--- config.mk ---
export PLATFORM = sky130hd
export DESIGN_NAME = adc_trim_controller_flat
export DESIGN_NICKNAME = d
export VERILOG_FILES = /design/src/verilog/adc_ctrl_pkg.sv /design/src/verilog/trim_link_if.sv /design/src/verilog/adc_trim_controller.sv /design/src/flat_wrapper.sv
export VERILOG_INCLUDE_DIRS = /design/src /design/src/verilog
export SDC_FILE = /design/constraint.sdc
export NUM_CORES = 1
export LEC_CHECK = 0
export ABC_AREA = 0
export BUFFER_PORTS_ARGS = -buffer_cell sky130_fd_sc_hd__buf_2
export CAP_MARGIN = 5
export CORE_ASPECT_RATIO = 2
export CORE_MARGIN = 8
export CORE_UTILIZATION = 50
export CTS_CLUSTER_SIZE = 40
export DETAILED_ROUTE_END_ITERATION = 8
export PLACE_DENSITY = 0.73
export SYNTH_ARGS = -nofsm -noshare
export SYNTH_HDL_FRONTEND = slang
export SYNTH_SLANG_ARGS = --single-unit
export TNS_END_PERCENT = 30
--- constraint.sdc ---
create_clock -name aclk -period 6.35 [get_ports aclk]
set_input_delay 0 -clock aclk [delete_from_list [all_inputs] [get_ports aclk]]
set_output_delay 0 -clock aclk [all_outputs]
set_load 0.01 [all_outputs]
--- src/verilog/adc_ctrl_consts.svh ---
// Offsets, field positions, reset values and timing counts of the trim and control logic
`ifndef ADC_CTRL_CONSTS_SVH
`define ADC_CTRL_CONSTS_SVH
// ----------------------------------------
// Timing
// ----------------------------------------
`define CLK_HZ 64'd200_000_000
`define TRIM_LOW_HOLD_CYCLES 16'h0010
`define TRIM_HIGH_HOLD_CYCLES 16'h0010
`define TRIM_RUN_CYCLES 32'h0000_0400
`define PU_WAIT_SHORT_CYCLES 32'h0000_1000
`define PU_WAIT_LONG_CYCLES 32'h0001_0000
`define POST_POWER_TRIM_S 64'd20
`define PIPE_DEPTH 14
`define PIPE_PRIMARY 12
`define PIPE_DELAYED 13
// ----------------------------------------
// Device registers
// ----------------------------------------
`define DEV_TRIM_REG 4'h0
`define DEV_CONFIG_REG 4'h1
`define DEV_REG_RESET 16'h0000
`define TRIM_START_BIT 15
`define CFG_SPAN_BIT 0
`define CFG_SWING_BIT 1
`define CFG_EDGE_BIT 2
`define CFG_DELAY_BIT 3
// ----------------------------------------
// Controller registers
// ----------------------------------------
`define HOST_CTRL 8'h00
`define HOST_STATUS 8'h04
`define HOST_CAPTURE 8'h08
`define HOST_DEVREG 8'h0c
`define HOST_CTRL_RESET 32'h0000_0008
`define CTRL_TRIM_BIT 0
`define CTRL_PD_BIT 1
`define CTRL_SLEEP_BIT 2
`define CTRL_SPAN_BIT 3
`define CTRL_SWING_BIT 4
`define CTRL_EDGE_BIT 5
`define CTRL_DELAY_BIT 6
`define CTRL_EXT_BIT 7
`define CTRL_DEMUX_BIT 8
`endif

--- src/verilog/adc_ctrl_pkg.sv ---
// Types of the trim and control logic
package adc_ctrl_pkg;
  typedef enum logic [1:0] {
    TS_WAIT = 2'b00,
    TS_IDLE = 2'b01,
    TS_TRIM = 2'b10
  } trim_state_t;
  typedef enum logic [1:0] {
    SQ_IDLE = 2'b00,
    SQ_LOW = 2'b01,
    SQ_HIGH = 2'b10
  } seq_state_t;
  typedef logic [8:0] sample_t;
  typedef struct packed {
    trim_state_t st;
    logic strap_taken;
    logic suppress;
    logic [31:0] cnt;
    logic [15:0] low_cnt;
    logic [15:0] high_cnt;
    logic [15:0] trim_reg;
    logic [15:0] cfg_reg;
    logic [15:0] rdata;
    logic half;
    logic [13:0][8:0] pi;
    logic [13:0][8:0] pq;
    logic [7:0] ip;
    logic [7:0] qp;
    logic [7:0] id;
    logic [7:0] qd;
    logic rng;
    logic busy;
    logic upd;
    logic span_normal;
    logic swing_reduced;
    logic edge_rising;
  } dev_state_t;
  typedef struct packed {
    logic aw_got;
    logic [7:0] awaddr;
    logic w_got;
    logic [31:0] wdata;
    logic [3:0] wstrb;
    logic awready;
    logic wready;
    logic bvalid;
    logic [1:0] bresp;
    logic arready;
    logic rvalid;
    logic [31:0] rdata;
    logic [1:0] rresp;
    logic [31:0] ctrl;
    logic mode_locked;
    seq_state_t seq;
    logic [15:0] seq_cnt;
    logic pending;
    logic [31:0] pu_cnt;
    logic pu_done;
    logic trim_pin;
    logic reg_write;
    logic [3:0] reg_addr;
    logic [15:0] reg_wdata;
    logic [23:0] capture;
    logic [7:0] discards;
  } host_state_t;
endpackage : adc_ctrl_pkg

--- src/verilog/trim_link_if.sv ---
// Pins and parallel buses between the converter control logic and its controller
`timescale 1ns/10ps
interface trim_link_if;
  logic trim_request;
  logic power_down_pin;
  logic second_channel_sleep;
  logic input_span_select;
  logic output_swing_select;
  logic data_edge_select;
  logic power_up_trim_delay_select;
  logic extended_mode;
  logic demux_mode;
  logic reg_write;
  logic [3:0] reg_addr;
  logic [15:0] reg_wdata;
  logic [15:0] reg_rdata;
  logic [7:0] i_bus_primary;
  logic [7:0] q_bus_primary;
  logic [7:0] i_bus_delayed;
  logic [7:0] q_bus_delayed;
  logic range_exceeded;
  logic trim_busy;
  logic bus_update;
  modport device (
    input trim_request, power_down_pin, second_channel_sleep, input_span_select,
    input output_swing_select, data_edge_select, power_up_trim_delay_select,
    input extended_mode, demux_mode, reg_write, reg_addr, reg_wdata,
    output reg_rdata, i_bus_primary, q_bus_primary, i_bus_delayed, q_bus_delayed,
    output range_exceeded, trim_busy, bus_update
  );
  modport host (
    output trim_request, power_down_pin, second_channel_sleep, input_span_select,
    output output_swing_select, data_edge_select, power_up_trim_delay_select,
    output extended_mode, demux_mode, reg_write, reg_addr, reg_wdata,
    input reg_rdata, i_bus_primary, q_bus_primary, i_bus_delayed, q_bus_delayed,
    input range_exceeded, trim_busy, bus_update
  );
endinterface : trim_link_if

--- src/verilog/adc_trim_controller.sv ---
// Controller end: AXI4-Lite registers, trim request sequencing and data capture
`timescale 1ns/10ps
`include "adc_ctrl_consts.svh"
module adc_trim_controller #(
  parameter logic [15:0] LOW_HOLD = `TRIM_LOW_HOLD_CYCLES,
  parameter logic [15:0] HIGH_HOLD = `TRIM_HIGH_HOLD_CYCLES,
  parameter logic [31:0] POST_POWER_CYCLES = 32'(`POST_POWER_TRIM_S * `CLK_HZ)
) (
  // Clock and reset
  input wire logic aclk,
  input wire logic aresetn,
  // AXI4-Lite slave
  input wire logic [7:0] s_axi_awaddr,
  input wire logic s_axi_awvalid,
  output logic s_axi_awready,
  input wire logic [31:0] s_axi_wdata,
  input wire logic [3:0] s_axi_wstrb,
  input wire logic s_axi_wvalid,
  output logic s_axi_wready,
  output logic [1:0] s_axi_bresp,
  output logic s_axi_bvalid,
  input wire logic s_axi_bready,
  input wire logic [7:0] s_axi_araddr,
  input wire logic s_axi_arvalid,
  output logic s_axi_arready,
  output logic [31:0] s_axi_rdata,
  output logic [1:0] s_axi_rresp,
  output logic s_axi_rvalid,
  input wire logic s_axi_rready,
  // Converter side
  trim_link_if.host link
);
  adc_ctrl_pkg::host_state_t s;
  adc_ctrl_pkg::host_state_t next_s;
  logic [31:0] merged;
  logic [31:0] rd;
  logic go;

  always_comb
  begin
    next_s = s;
    go = 1'b0;
    merged = s.ctrl;
    next_s.reg_write = 1'b0;
    // ----------------------------------------
    // AXI4-Lite write
    // ----------------------------------------
    if (s_axi_awvalid && s.awready)
    begin
      next_s.aw_got = 1'b1;
      next_s.awaddr = s_axi_awaddr;
    end
    if (s_axi_wvalid && s.wready)
    begin
      next_s.w_got = 1'b1;
      next_s.wdata = s_axi_wdata;
      next_s.wstrb = s_axi_wstrb;
    end
    if (s.bvalid && s_axi_bready)
      next_s.bvalid = 1'b0;
    if (s.aw_got && s.w_got && !s.bvalid)
    begin
      next_s.aw_got = 1'b0;
      next_s.w_got = 1'b0;
      next_s.bvalid = 1'b1;
      next_s.bresp = 2'b00;
      for (int b = 0; b < 4; b++)
        if (s.wstrb[b])
          merged[b*8 +: 8] = s.wdata[b*8 +: 8];
      case (s.awaddr)
        `HOST_CTRL:
        begin
          next_s.ctrl = merged;
          next_s.ctrl[`CTRL_TRIM_BIT] = 1'b0;
          next_s.mode_locked = 1'b1;
          if (s.mode_locked)
            next_s.ctrl[`CTRL_EXT_BIT] = s.ctrl[`CTRL_EXT_BIT];
          go = merged[`CTRL_TRIM_BIT]
            | (merged[`CTRL_SPAN_BIT] != s.ctrl[`CTRL_SPAN_BIT]);
        end
        `HOST_DEVREG:
        begin
          next_s.reg_write = 1'b1;
          next_s.reg_addr = s.wdata[19:16];
          next_s.reg_wdata = s.wdata[15:0];
        end
        `HOST_STATUS, `HOST_CAPTURE: next_s.bresp = 2'b00;
        default: next_s.bresp = 2'b10;
      endcase
    end
    next_s.awready = ~next_s.aw_got & ~next_s.bvalid;
    next_s.wready = ~next_s.w_got & ~next_s.bvalid;
    // ----------------------------------------
    // AXI4-Lite read
    // ----------------------------------------
    case (s_axi_araddr)
      `HOST_CTRL: rd = s.ctrl;
      `HOST_STATUS: rd = {16'h0000, s.discards, 5'h00, s.pu_done,
                          (s.seq != adc_ctrl_pkg::SQ_IDLE), link.trim_busy};
      `HOST_CAPTURE: rd = {8'h00, s.capture};
      `HOST_DEVREG: rd = {16'h0000, link.reg_rdata};
      default: rd = 32'h0000_0000;
    endcase
    if (s.rvalid && s_axi_rready)
      next_s.rvalid = 1'b0;
    if (s_axi_arvalid && s.arready)
    begin
      next_s.rvalid = 1'b1;
      next_s.rdata = rd;
      next_s.rresp = (s_axi_araddr[7:4] == 4'h0 && s_axi_araddr[1:0] == 2'b00)
        ? 2'b00 : 2'b10;
    end
    next_s.arready = ~next_s.rvalid;
    // ----------------------------------------
    // Trim request sequencer
    // ----------------------------------------
    if (!s.pu_done)
    begin
      if (s.pu_cnt == POST_POWER_CYCLES - 32'h0000_0001)
      begin
        next_s.pu_done = 1'b1;
        go = 1'b1;
      end
      else
        next_s.pu_cnt = s.pu_cnt + 32'h0000_0001;
    end
    if (go)
      next_s.pending = 1'b1;
    case (s.seq)
      adc_ctrl_pkg::SQ_IDLE:
      begin
        next_s.trim_pin = 1'b1;
        if (s.pending)
        begin
          next_s.pending = go;
          next_s.seq = adc_ctrl_pkg::SQ_LOW;
          next_s.seq_cnt = 16'h0000;
          next_s.trim_pin = 1'b0;
        end
      end
      adc_ctrl_pkg::SQ_LOW:
      begin
        if (s.seq_cnt == LOW_HOLD - 16'h0001)
        begin
          next_s.seq = adc_ctrl_pkg::SQ_HIGH;
          next_s.seq_cnt = 16'h0000;
          next_s.trim_pin = 1'b1;
        end
        else
          next_s.seq_cnt = s.seq_cnt + 16'h0001;
      end
      adc_ctrl_pkg::SQ_HIGH:
      begin
        if (s.seq_cnt == HIGH_HOLD - 16'h0001)
          next_s.seq = adc_ctrl_pkg::SQ_IDLE;
        else
          next_s.seq_cnt = s.seq_cnt + 16'h0001;
      end
      default: next_s.seq = adc_ctrl_pkg::SQ_IDLE;
    endcase
    // ----------------------------------------
    // Capture
    // ----------------------------------------
    if (link.bus_update)
    begin
      if (link.trim_busy)
        next_s.discards = s.discards + 8'h01;
      else
        next_s.capture = {7'h00, link.range_exceeded, link.q_bus_primary,
                          link.i_bus_primary};
    end
  end

  always_ff @(posedge aclk)
  begin
    if (!aresetn)
    begin
      s <= '0;
      s.ctrl <= `HOST_CTRL_RESET;
      s.trim_pin <= 1'b1;
      s.seq <= adc_ctrl_pkg::SQ_IDLE;
    end
    else
      s <= next_s;
  end

  assign s_axi_awready = s.awready;
  assign s_axi_wready = s.wready;
  assign s_axi_bvalid = s.bvalid;
  assign s_axi_bresp = s.bresp;
  assign s_axi_arready = s.arready;
  assign s_axi_rvalid = s.rvalid;
  assign s_axi_rdata = s.rdata;
  assign s_axi_rresp = s.rresp;
  assign link.trim_request = s.trim_pin;
  assign link.power_down_pin = s.ctrl[`CTRL_PD_BIT];
  assign link.second_channel_sleep = s.ctrl[`CTRL_SLEEP_BIT];
  assign link.input_span_select = s.ctrl[`CTRL_SPAN_BIT];
  assign link.output_swing_select = s.ctrl[`CTRL_SWING_BIT];
  assign link.data_edge_select = s.ctrl[`CTRL_EDGE_BIT];
  assign link.power_up_trim_delay_select = s.ctrl[`CTRL_DELAY_BIT];
  assign link.extended_mode = s.ctrl[`CTRL_EXT_BIT];
  assign link.demux_mode = s.ctrl[`CTRL_DEMUX_BIT];
  assign link.reg_write = s.reg_write;
  assign link.reg_addr = s.reg_addr;
  assign link.reg_wdata = s.reg_wdata;
endmodule : adc_trim_controller

--- src/flat_wrapper.sv ---
// flat-port wrapper written by rule: the top's interface ports become plain ports
module adc_trim_controller_flat 
#(
  parameter logic [15:0] LOW_HOLD = `TRIM_LOW_HOLD_CYCLES,
  parameter logic [15:0] HIGH_HOLD = `TRIM_HIGH_HOLD_CYCLES,
  parameter logic [31:0] POST_POWER_CYCLES = 32'(`POST_POWER_TRIM_S * `CLK_HZ)
)
  (aclk, aresetn, s_axi_awaddr, s_axi_awvalid, s_axi_awready, s_axi_wdata, s_axi_wstrb, s_axi_wvalid, s_axi_wready, s_axi_bresp, s_axi_bvalid, s_axi_bready, s_axi_araddr, s_axi_arvalid, s_axi_arready, s_axi_rdata, s_axi_rresp, s_axi_rvalid, s_axi_rready, link_trim_request, link_power_down_pin, link_second_channel_sleep, link_input_span_select, link_output_swing_select, link_data_edge_select, link_power_up_trim_delay_select, link_extended_mode, link_demux_mode, link_reg_write, link_reg_addr, link_reg_wdata, link_reg_rdata, link_i_bus_primary, link_q_bus_primary, link_i_bus_delayed, link_q_bus_delayed, link_range_exceeded, link_trim_busy, link_bus_update);
  trim_link_if link_i ();
  input wire logic aclk;
  input wire logic aresetn;
  input wire logic [7:0] s_axi_awaddr;
  input wire logic s_axi_awvalid;
  output logic s_axi_awready;
  input wire logic [31:0] s_axi_wdata;
  input wire logic [3:0] s_axi_wstrb;
  input wire logic s_axi_wvalid;
  output logic s_axi_wready;
  output logic [1:0] s_axi_bresp;
  output logic s_axi_bvalid;
  input wire logic s_axi_bready;
  input wire logic [7:0] s_axi_araddr;
  input wire logic s_axi_arvalid;
  output logic s_axi_arready;
  output logic [31:0] s_axi_rdata;
  output logic [1:0] s_axi_rresp;
  output logic s_axi_rvalid;
  input wire logic s_axi_rready;
  output wire logic [$bits(link_i.trim_request)-1:0] link_trim_request;
  output wire logic [$bits(link_i.power_down_pin)-1:0] link_power_down_pin;
  output wire logic [$bits(link_i.second_channel_sleep)-1:0] link_second_channel_sleep;
  output wire logic [$bits(link_i.input_span_select)-1:0] link_input_span_select;
  output wire logic [$bits(link_i.output_swing_select)-1:0] link_output_swing_select;
  output wire logic [$bits(link_i.data_edge_select)-1:0] link_data_edge_select;
  output wire logic [$bits(link_i.power_up_trim_delay_select)-1:0] link_power_up_trim_delay_select;
  output wire logic [$bits(link_i.extended_mode)-1:0] link_extended_mode;
  output wire logic [$bits(link_i.demux_mode)-1:0] link_demux_mode;
  output wire logic [$bits(link_i.reg_write)-1:0] link_reg_write;
  output wire logic [$bits(link_i.reg_addr)-1:0] link_reg_addr;
  output wire logic [$bits(link_i.reg_wdata)-1:0] link_reg_wdata;
  input wire logic [$bits(link_i.reg_rdata)-1:0] link_reg_rdata;
  input wire logic [$bits(link_i.i_bus_primary)-1:0] link_i_bus_primary;
  input wire logic [$bits(link_i.q_bus_primary)-1:0] link_q_bus_primary;
  input wire logic [$bits(link_i.i_bus_delayed)-1:0] link_i_bus_delayed;
  input wire logic [$bits(link_i.q_bus_delayed)-1:0] link_q_bus_delayed;
  input wire logic [$bits(link_i.range_exceeded)-1:0] link_range_exceeded;
  input wire logic [$bits(link_i.trim_busy)-1:0] link_trim_busy;
  input wire logic [$bits(link_i.bus_update)-1:0] link_bus_update;
  assign link_trim_request = link_i.trim_request;
  assign link_power_down_pin = link_i.power_down_pin;
  assign link_second_channel_sleep = link_i.second_channel_sleep;
  assign link_input_span_select = link_i.input_span_select;
  assign link_output_swing_select = link_i.output_swing_select;
  assign link_data_edge_select = link_i.data_edge_select;
  assign link_power_up_trim_delay_select = link_i.power_up_trim_delay_select;
  assign link_extended_mode = link_i.extended_mode;
  assign link_demux_mode = link_i.demux_mode;
  assign link_reg_write = link_i.reg_write;
  assign link_reg_addr = link_i.reg_addr;
  assign link_reg_wdata = link_i.reg_wdata;
  assign link_i.reg_rdata = link_reg_rdata;
  assign link_i.i_bus_primary = link_i_bus_primary;
  assign link_i.q_bus_primary = link_q_bus_primary;
  assign link_i.i_bus_delayed = link_i_bus_delayed;
  assign link_i.q_bus_delayed = link_q_bus_delayed;
  assign link_i.range_exceeded = link_range_exceeded;
  assign link_i.trim_busy = link_trim_busy;
  assign link_i.bus_update = link_bus_update;
  adc_trim_controller #(.LOW_HOLD(LOW_HOLD), .HIGH_HOLD(HIGH_HOLD), .POST_POWER_CYCLES(POST_POWER_CYCLES)) u_core (.aclk(aclk), .aresetn(aresetn), .s_axi_awaddr(s_axi_awaddr), .s_axi_awvalid(s_axi_awvalid), .s_axi_awready(s_axi_awready), .s_axi_wdata(s_axi_wdata), .s_axi_wstrb(s_axi_wstrb), .s_axi_wvalid(s_axi_wvalid), .s_axi_wready(s_axi_wready), .s_axi_bresp(s_axi_bresp), .s_axi_bvalid(s_axi_bvalid), .s_axi_bready(s_axi_bready), .s_axi_araddr(s_axi_araddr), .s_axi_arvalid(s_axi_arvalid), .s_axi_arready(s_axi_arready), .s_axi_rdata(s_axi_rdata), .s_axi_rresp(s_axi_rresp), .s_axi_rvalid(s_axi_rvalid), .s_axi_rready(s_axi_rready), .link(link_i));
endmodule
==> flow_metrics.py <==
metrics = {
    "run_status": {
        "status": "complete, no violations",
    },
    "clock_tree": {
        "path_clk_slew_ps": 70,
        "clock-root-buffer": "clkbuf_16",
        "cts_tree": "yes",
        "cts_setup_buffers": 0,
        "numCtsBuffers": 19,
        "clock_sinks": 216,
        "h-tree-depth": 1,
        "cts_hold_buf": 89,
        "ctsResizeCount": 0,
        "cts_buffer_depth": 3,
        "worstSkewPairLatency_ps": 480,
    },
    "synthesis": {
        "ys_seq_area_share_pct": 46.6,
        "synth_area_leaders": "dfxtp_1 (47%), nand2_1 (8.3%), a21oi_1 (5.8%)",
        "synth_edf_count": 0,
        "syn_area_um2": 9270,
        "synthCells": 1085,
        "yosysTopAreaCell": "dfxtp_1",
        "yosys_warnings": 0,
        "syn_area_per_cell_um2": 8.55,
        "synthArstFlopShare_pct": 0,
        "synth_ff_type": "dfxtp_1",
        "ys_ff_latch": 216,
        "netlist.area_leader.share_pct": 46.6,
        "synthDistinctLibCells": 58,
    },
    "cells_and_area": {
        "final_cell_mix": "dfxtp_1 (216), nand2_1 (205), buf_2 (162)",
        "final_common_cell": "dfxtp_1",
        "area.growth.synth_to_final_pct": 22.6,
        "drive_gt1_share_pct": 18.2,
        "nFillCells": 1537,
        "fin_nets": 1367,
    },
    "sta": {
        "setup_tns_ps": 0,
        "drv_slew": 0,
        "maxSlewHeadroom_pct": 25.6,
        "rsz0062_at_grt": "false",
        "finalSetupViolCount": 0,
        "post-route-min-period_ps": 2660,
        "worstMarginPinSlew_ps": 1110,
        "timing.fmax_mhz": 376,
        "hold_violations": 0,
        "finalClockSkew_ps": 13.1,
        "period_share_pct": 41.9,
    },
    "critical_path": {
        "arrival_ps": 2980,
        "cp_max_fo": 14,
        "crit_chain": "ha_1 > nor4bb_1 > a41oi_1 > a21boi_0 > o21ai_1 > nor2_1",
        "worst-endpoint-required_ps": 6670,
        "max_stage_delay_ps": 860,
        "path_class": "reg2reg",
        "start_kind": "flop",
        "critPathSlowestCell": "o21ai_1",
        "crit_path_end_kind": "flop",
    },
    "floorplan": {
        "core_area_um2": 18200,
        "boundaryPins": 181,
        "placementRows": 70,
        "die_w_um": 112,
        "die_area_um2": 23400,
        "start_util_pct": 50.9,
        "die_height_um": 209,
    },
    "routing": {
        "initialDrtViolationCount": 436,
        "wire_per_inst_um": 16.5,
        "wl_mm": 24.5,
        "routed_via_density": 5.49,
        "drtPass1Iterations": 4,
        "drc": 0,
        "via_count": 8128,
        "antenna_left": 0,
    },
    "hold_path": {
        "worst_hold_path_type": "in2reg",
    },
    "power": {
        "power_w": 0.00285,
        "p_int_w": 0.00222,
        "pwr-share-clk_pct": 44.2,
        "p_sw_share_pct": 21.9,
        "pwr-share-comb_pct": 6.7,
        "leakage_nw": 4.40,
        "power.density_nw_per_um2": 251,
        "seqPwrFrac_pct": 49.2,
        "p_switching_w": 0.000623,
        "vdd.ir_drop.worst_mv": 0.212,
    },
    "global_route": {
        "first_global_vias": 8231,
        "grt_pass1_wl_mm": 40.3,
        "antenna_found_initial": 2,
        "grt_usage_pct": 20.5,
        "grt_max_degree": 115,
        "grt_remaining_overflow": 0,
    },
    "place": {
        "portBuffers": 162,
        "routabilityCongestion": 0.880,
        "place_hpwl_mm": 16.4,
    },
    "run": {
        "drv_cap": 0,
    },
}
## layer usage
layer	up-vias	routed length (um)	GRT usage, %
li1	4004	-	-
met1	3852	9480	21.6
met2	206	13000	38.7
met3	66	1030	3.03
met4	0	932	9.33
met5	-	0	0
## registers in the layout, summed over array words and instances, names as in the netlist
| name | flops |
|---|---|
| u_core.s_axi_arready | 1 |
| u_core.link.reg_addr | 4 |
| u_core.link.extended_mode | 1 |
| u_core.s_axi_wready | 1 |
| u_core.link.trim_request | 1 |
| u_core.s_axi_awready | 1 |
| u_core.link.reg_write | 1 |
| u_core.link.data_edge_select | 1 |
| u_core.link.power_up_trim_delay_select | 1 |
| u_core.s | 147 |
| u_core.link.reg_wdata | 16 |
| u_core.link.demux_mode | 1 |
| u_core.s_axi_rdata | 32 |
| u_core.link.output_swing_select | 1 |
| u_core.s_axi_rvalid | 1 |
| u_core.link.input_span_select | 1 |
| u_core.s_axi_bresp | 1 |
| u_core.link.power_down_pin | 1 |
| u_core.link.second_channel_sleep | 1 |
| u_core.s_axi_rresp | 1 |
| u_core.s_axi_bvalid | 1 |
## cells in the mapped netlist, drive strengths merged, types with 12 or more instances
cell / instances
dfxtp: 216
nand2: 205
a21oi: 107
nor2: 102
buf: 62
clkbuf: 56
nand3: 48
mux2i: 37
a22oi: 31
nand4: 26
xor2: 21
o21ai: 18
inv: 12
nor3: 12
## through the flow
| stage | util (%) | cell area (um2) | instances | hold WS, ps | worst slack, ps |
|---|---|---|---|---|---|
| 3_3_place_gp | 53.7 | 9790 | 1356 | 241 | 3840 |
| 4_1_cts | 62.4 | 11400 | 1479 | 1.95 | 3750 |
| 6_report | 62.4 | 11400 | 1481 | 12.1 | 3690 |
| 2_1_floorplan | - | 9280 | 1086 | 136 | 4240 |
| 5_1_grt | 62.4 | 11400 | 1481 | 27.3 | 3500 |
| 3_5_place_dp | 53.7 | 9790 | 1356 | 245 | 3790 |
## cell families after synthesis
family | after synthesis | synth area share [%]
adder cells (fa/ha/maj) | 7 | 0.944
AND/OR/NAND/NOR | 470 | 23.5
multiplexers | 48 | 6.54
XOR/XNOR | 30 | 2.83
other | 1 | 0.0404
buffers and inverters | 130 | 7.66
flip-flops | 216 | 46.6
AO/OA/AOI/OAI | 183 | 11.8
## worst max-delay path: cells and delay by family (launching register included)
family	cells	cell delay, ps
compound gates	3	1270
fa+ha+maj	1	220
flops	1	390
simple gates	2	600
## area by class of cell
class                      count  area, um2  area share [%]
clock buffer                  26        532            4.68
multi-input combinational    740       4260            37.5
sequential                   216       4320            38.0
antenna                        2       5.00          0.0440
tap                          216        270            2.38
inverter                      12       50.0           0.440
timing repair buffer         261       1780            15.6
clock inverter                 8        150            1.32
## worst paths after layout
kind / endpoint / slack [ps] / start / cells after the start
min: u_core.s_axi_rdata[15] / 10 / link_reg_rdata[15] / 4
min reg2reg: u_core.s[130] / 450 / u_core.s[130] / 2
max reg2reg: u_core.s[99] / 3690 / u_core.s[88] / 6
max: u_core.s[99] / 3690 / u_core.s[88] / 6
## power by group through the flow
stage / logic [W] / clock network [W] / registers (W)
floorplan: 0.0000933 / 0 / 0.00142
global placement: 0.000144 / 0 / 0.00143
detailed placement: 0.000146 / 0 / 0.00143
CTS: 0.000188 / 0.00128 / 0.00140
global route: 0.000209 / 0.00133 / 0.00140
finish: 0.000190 / 0.00126 / 0.00140
No activity file was read; power rests on OpenSTA's default activity.
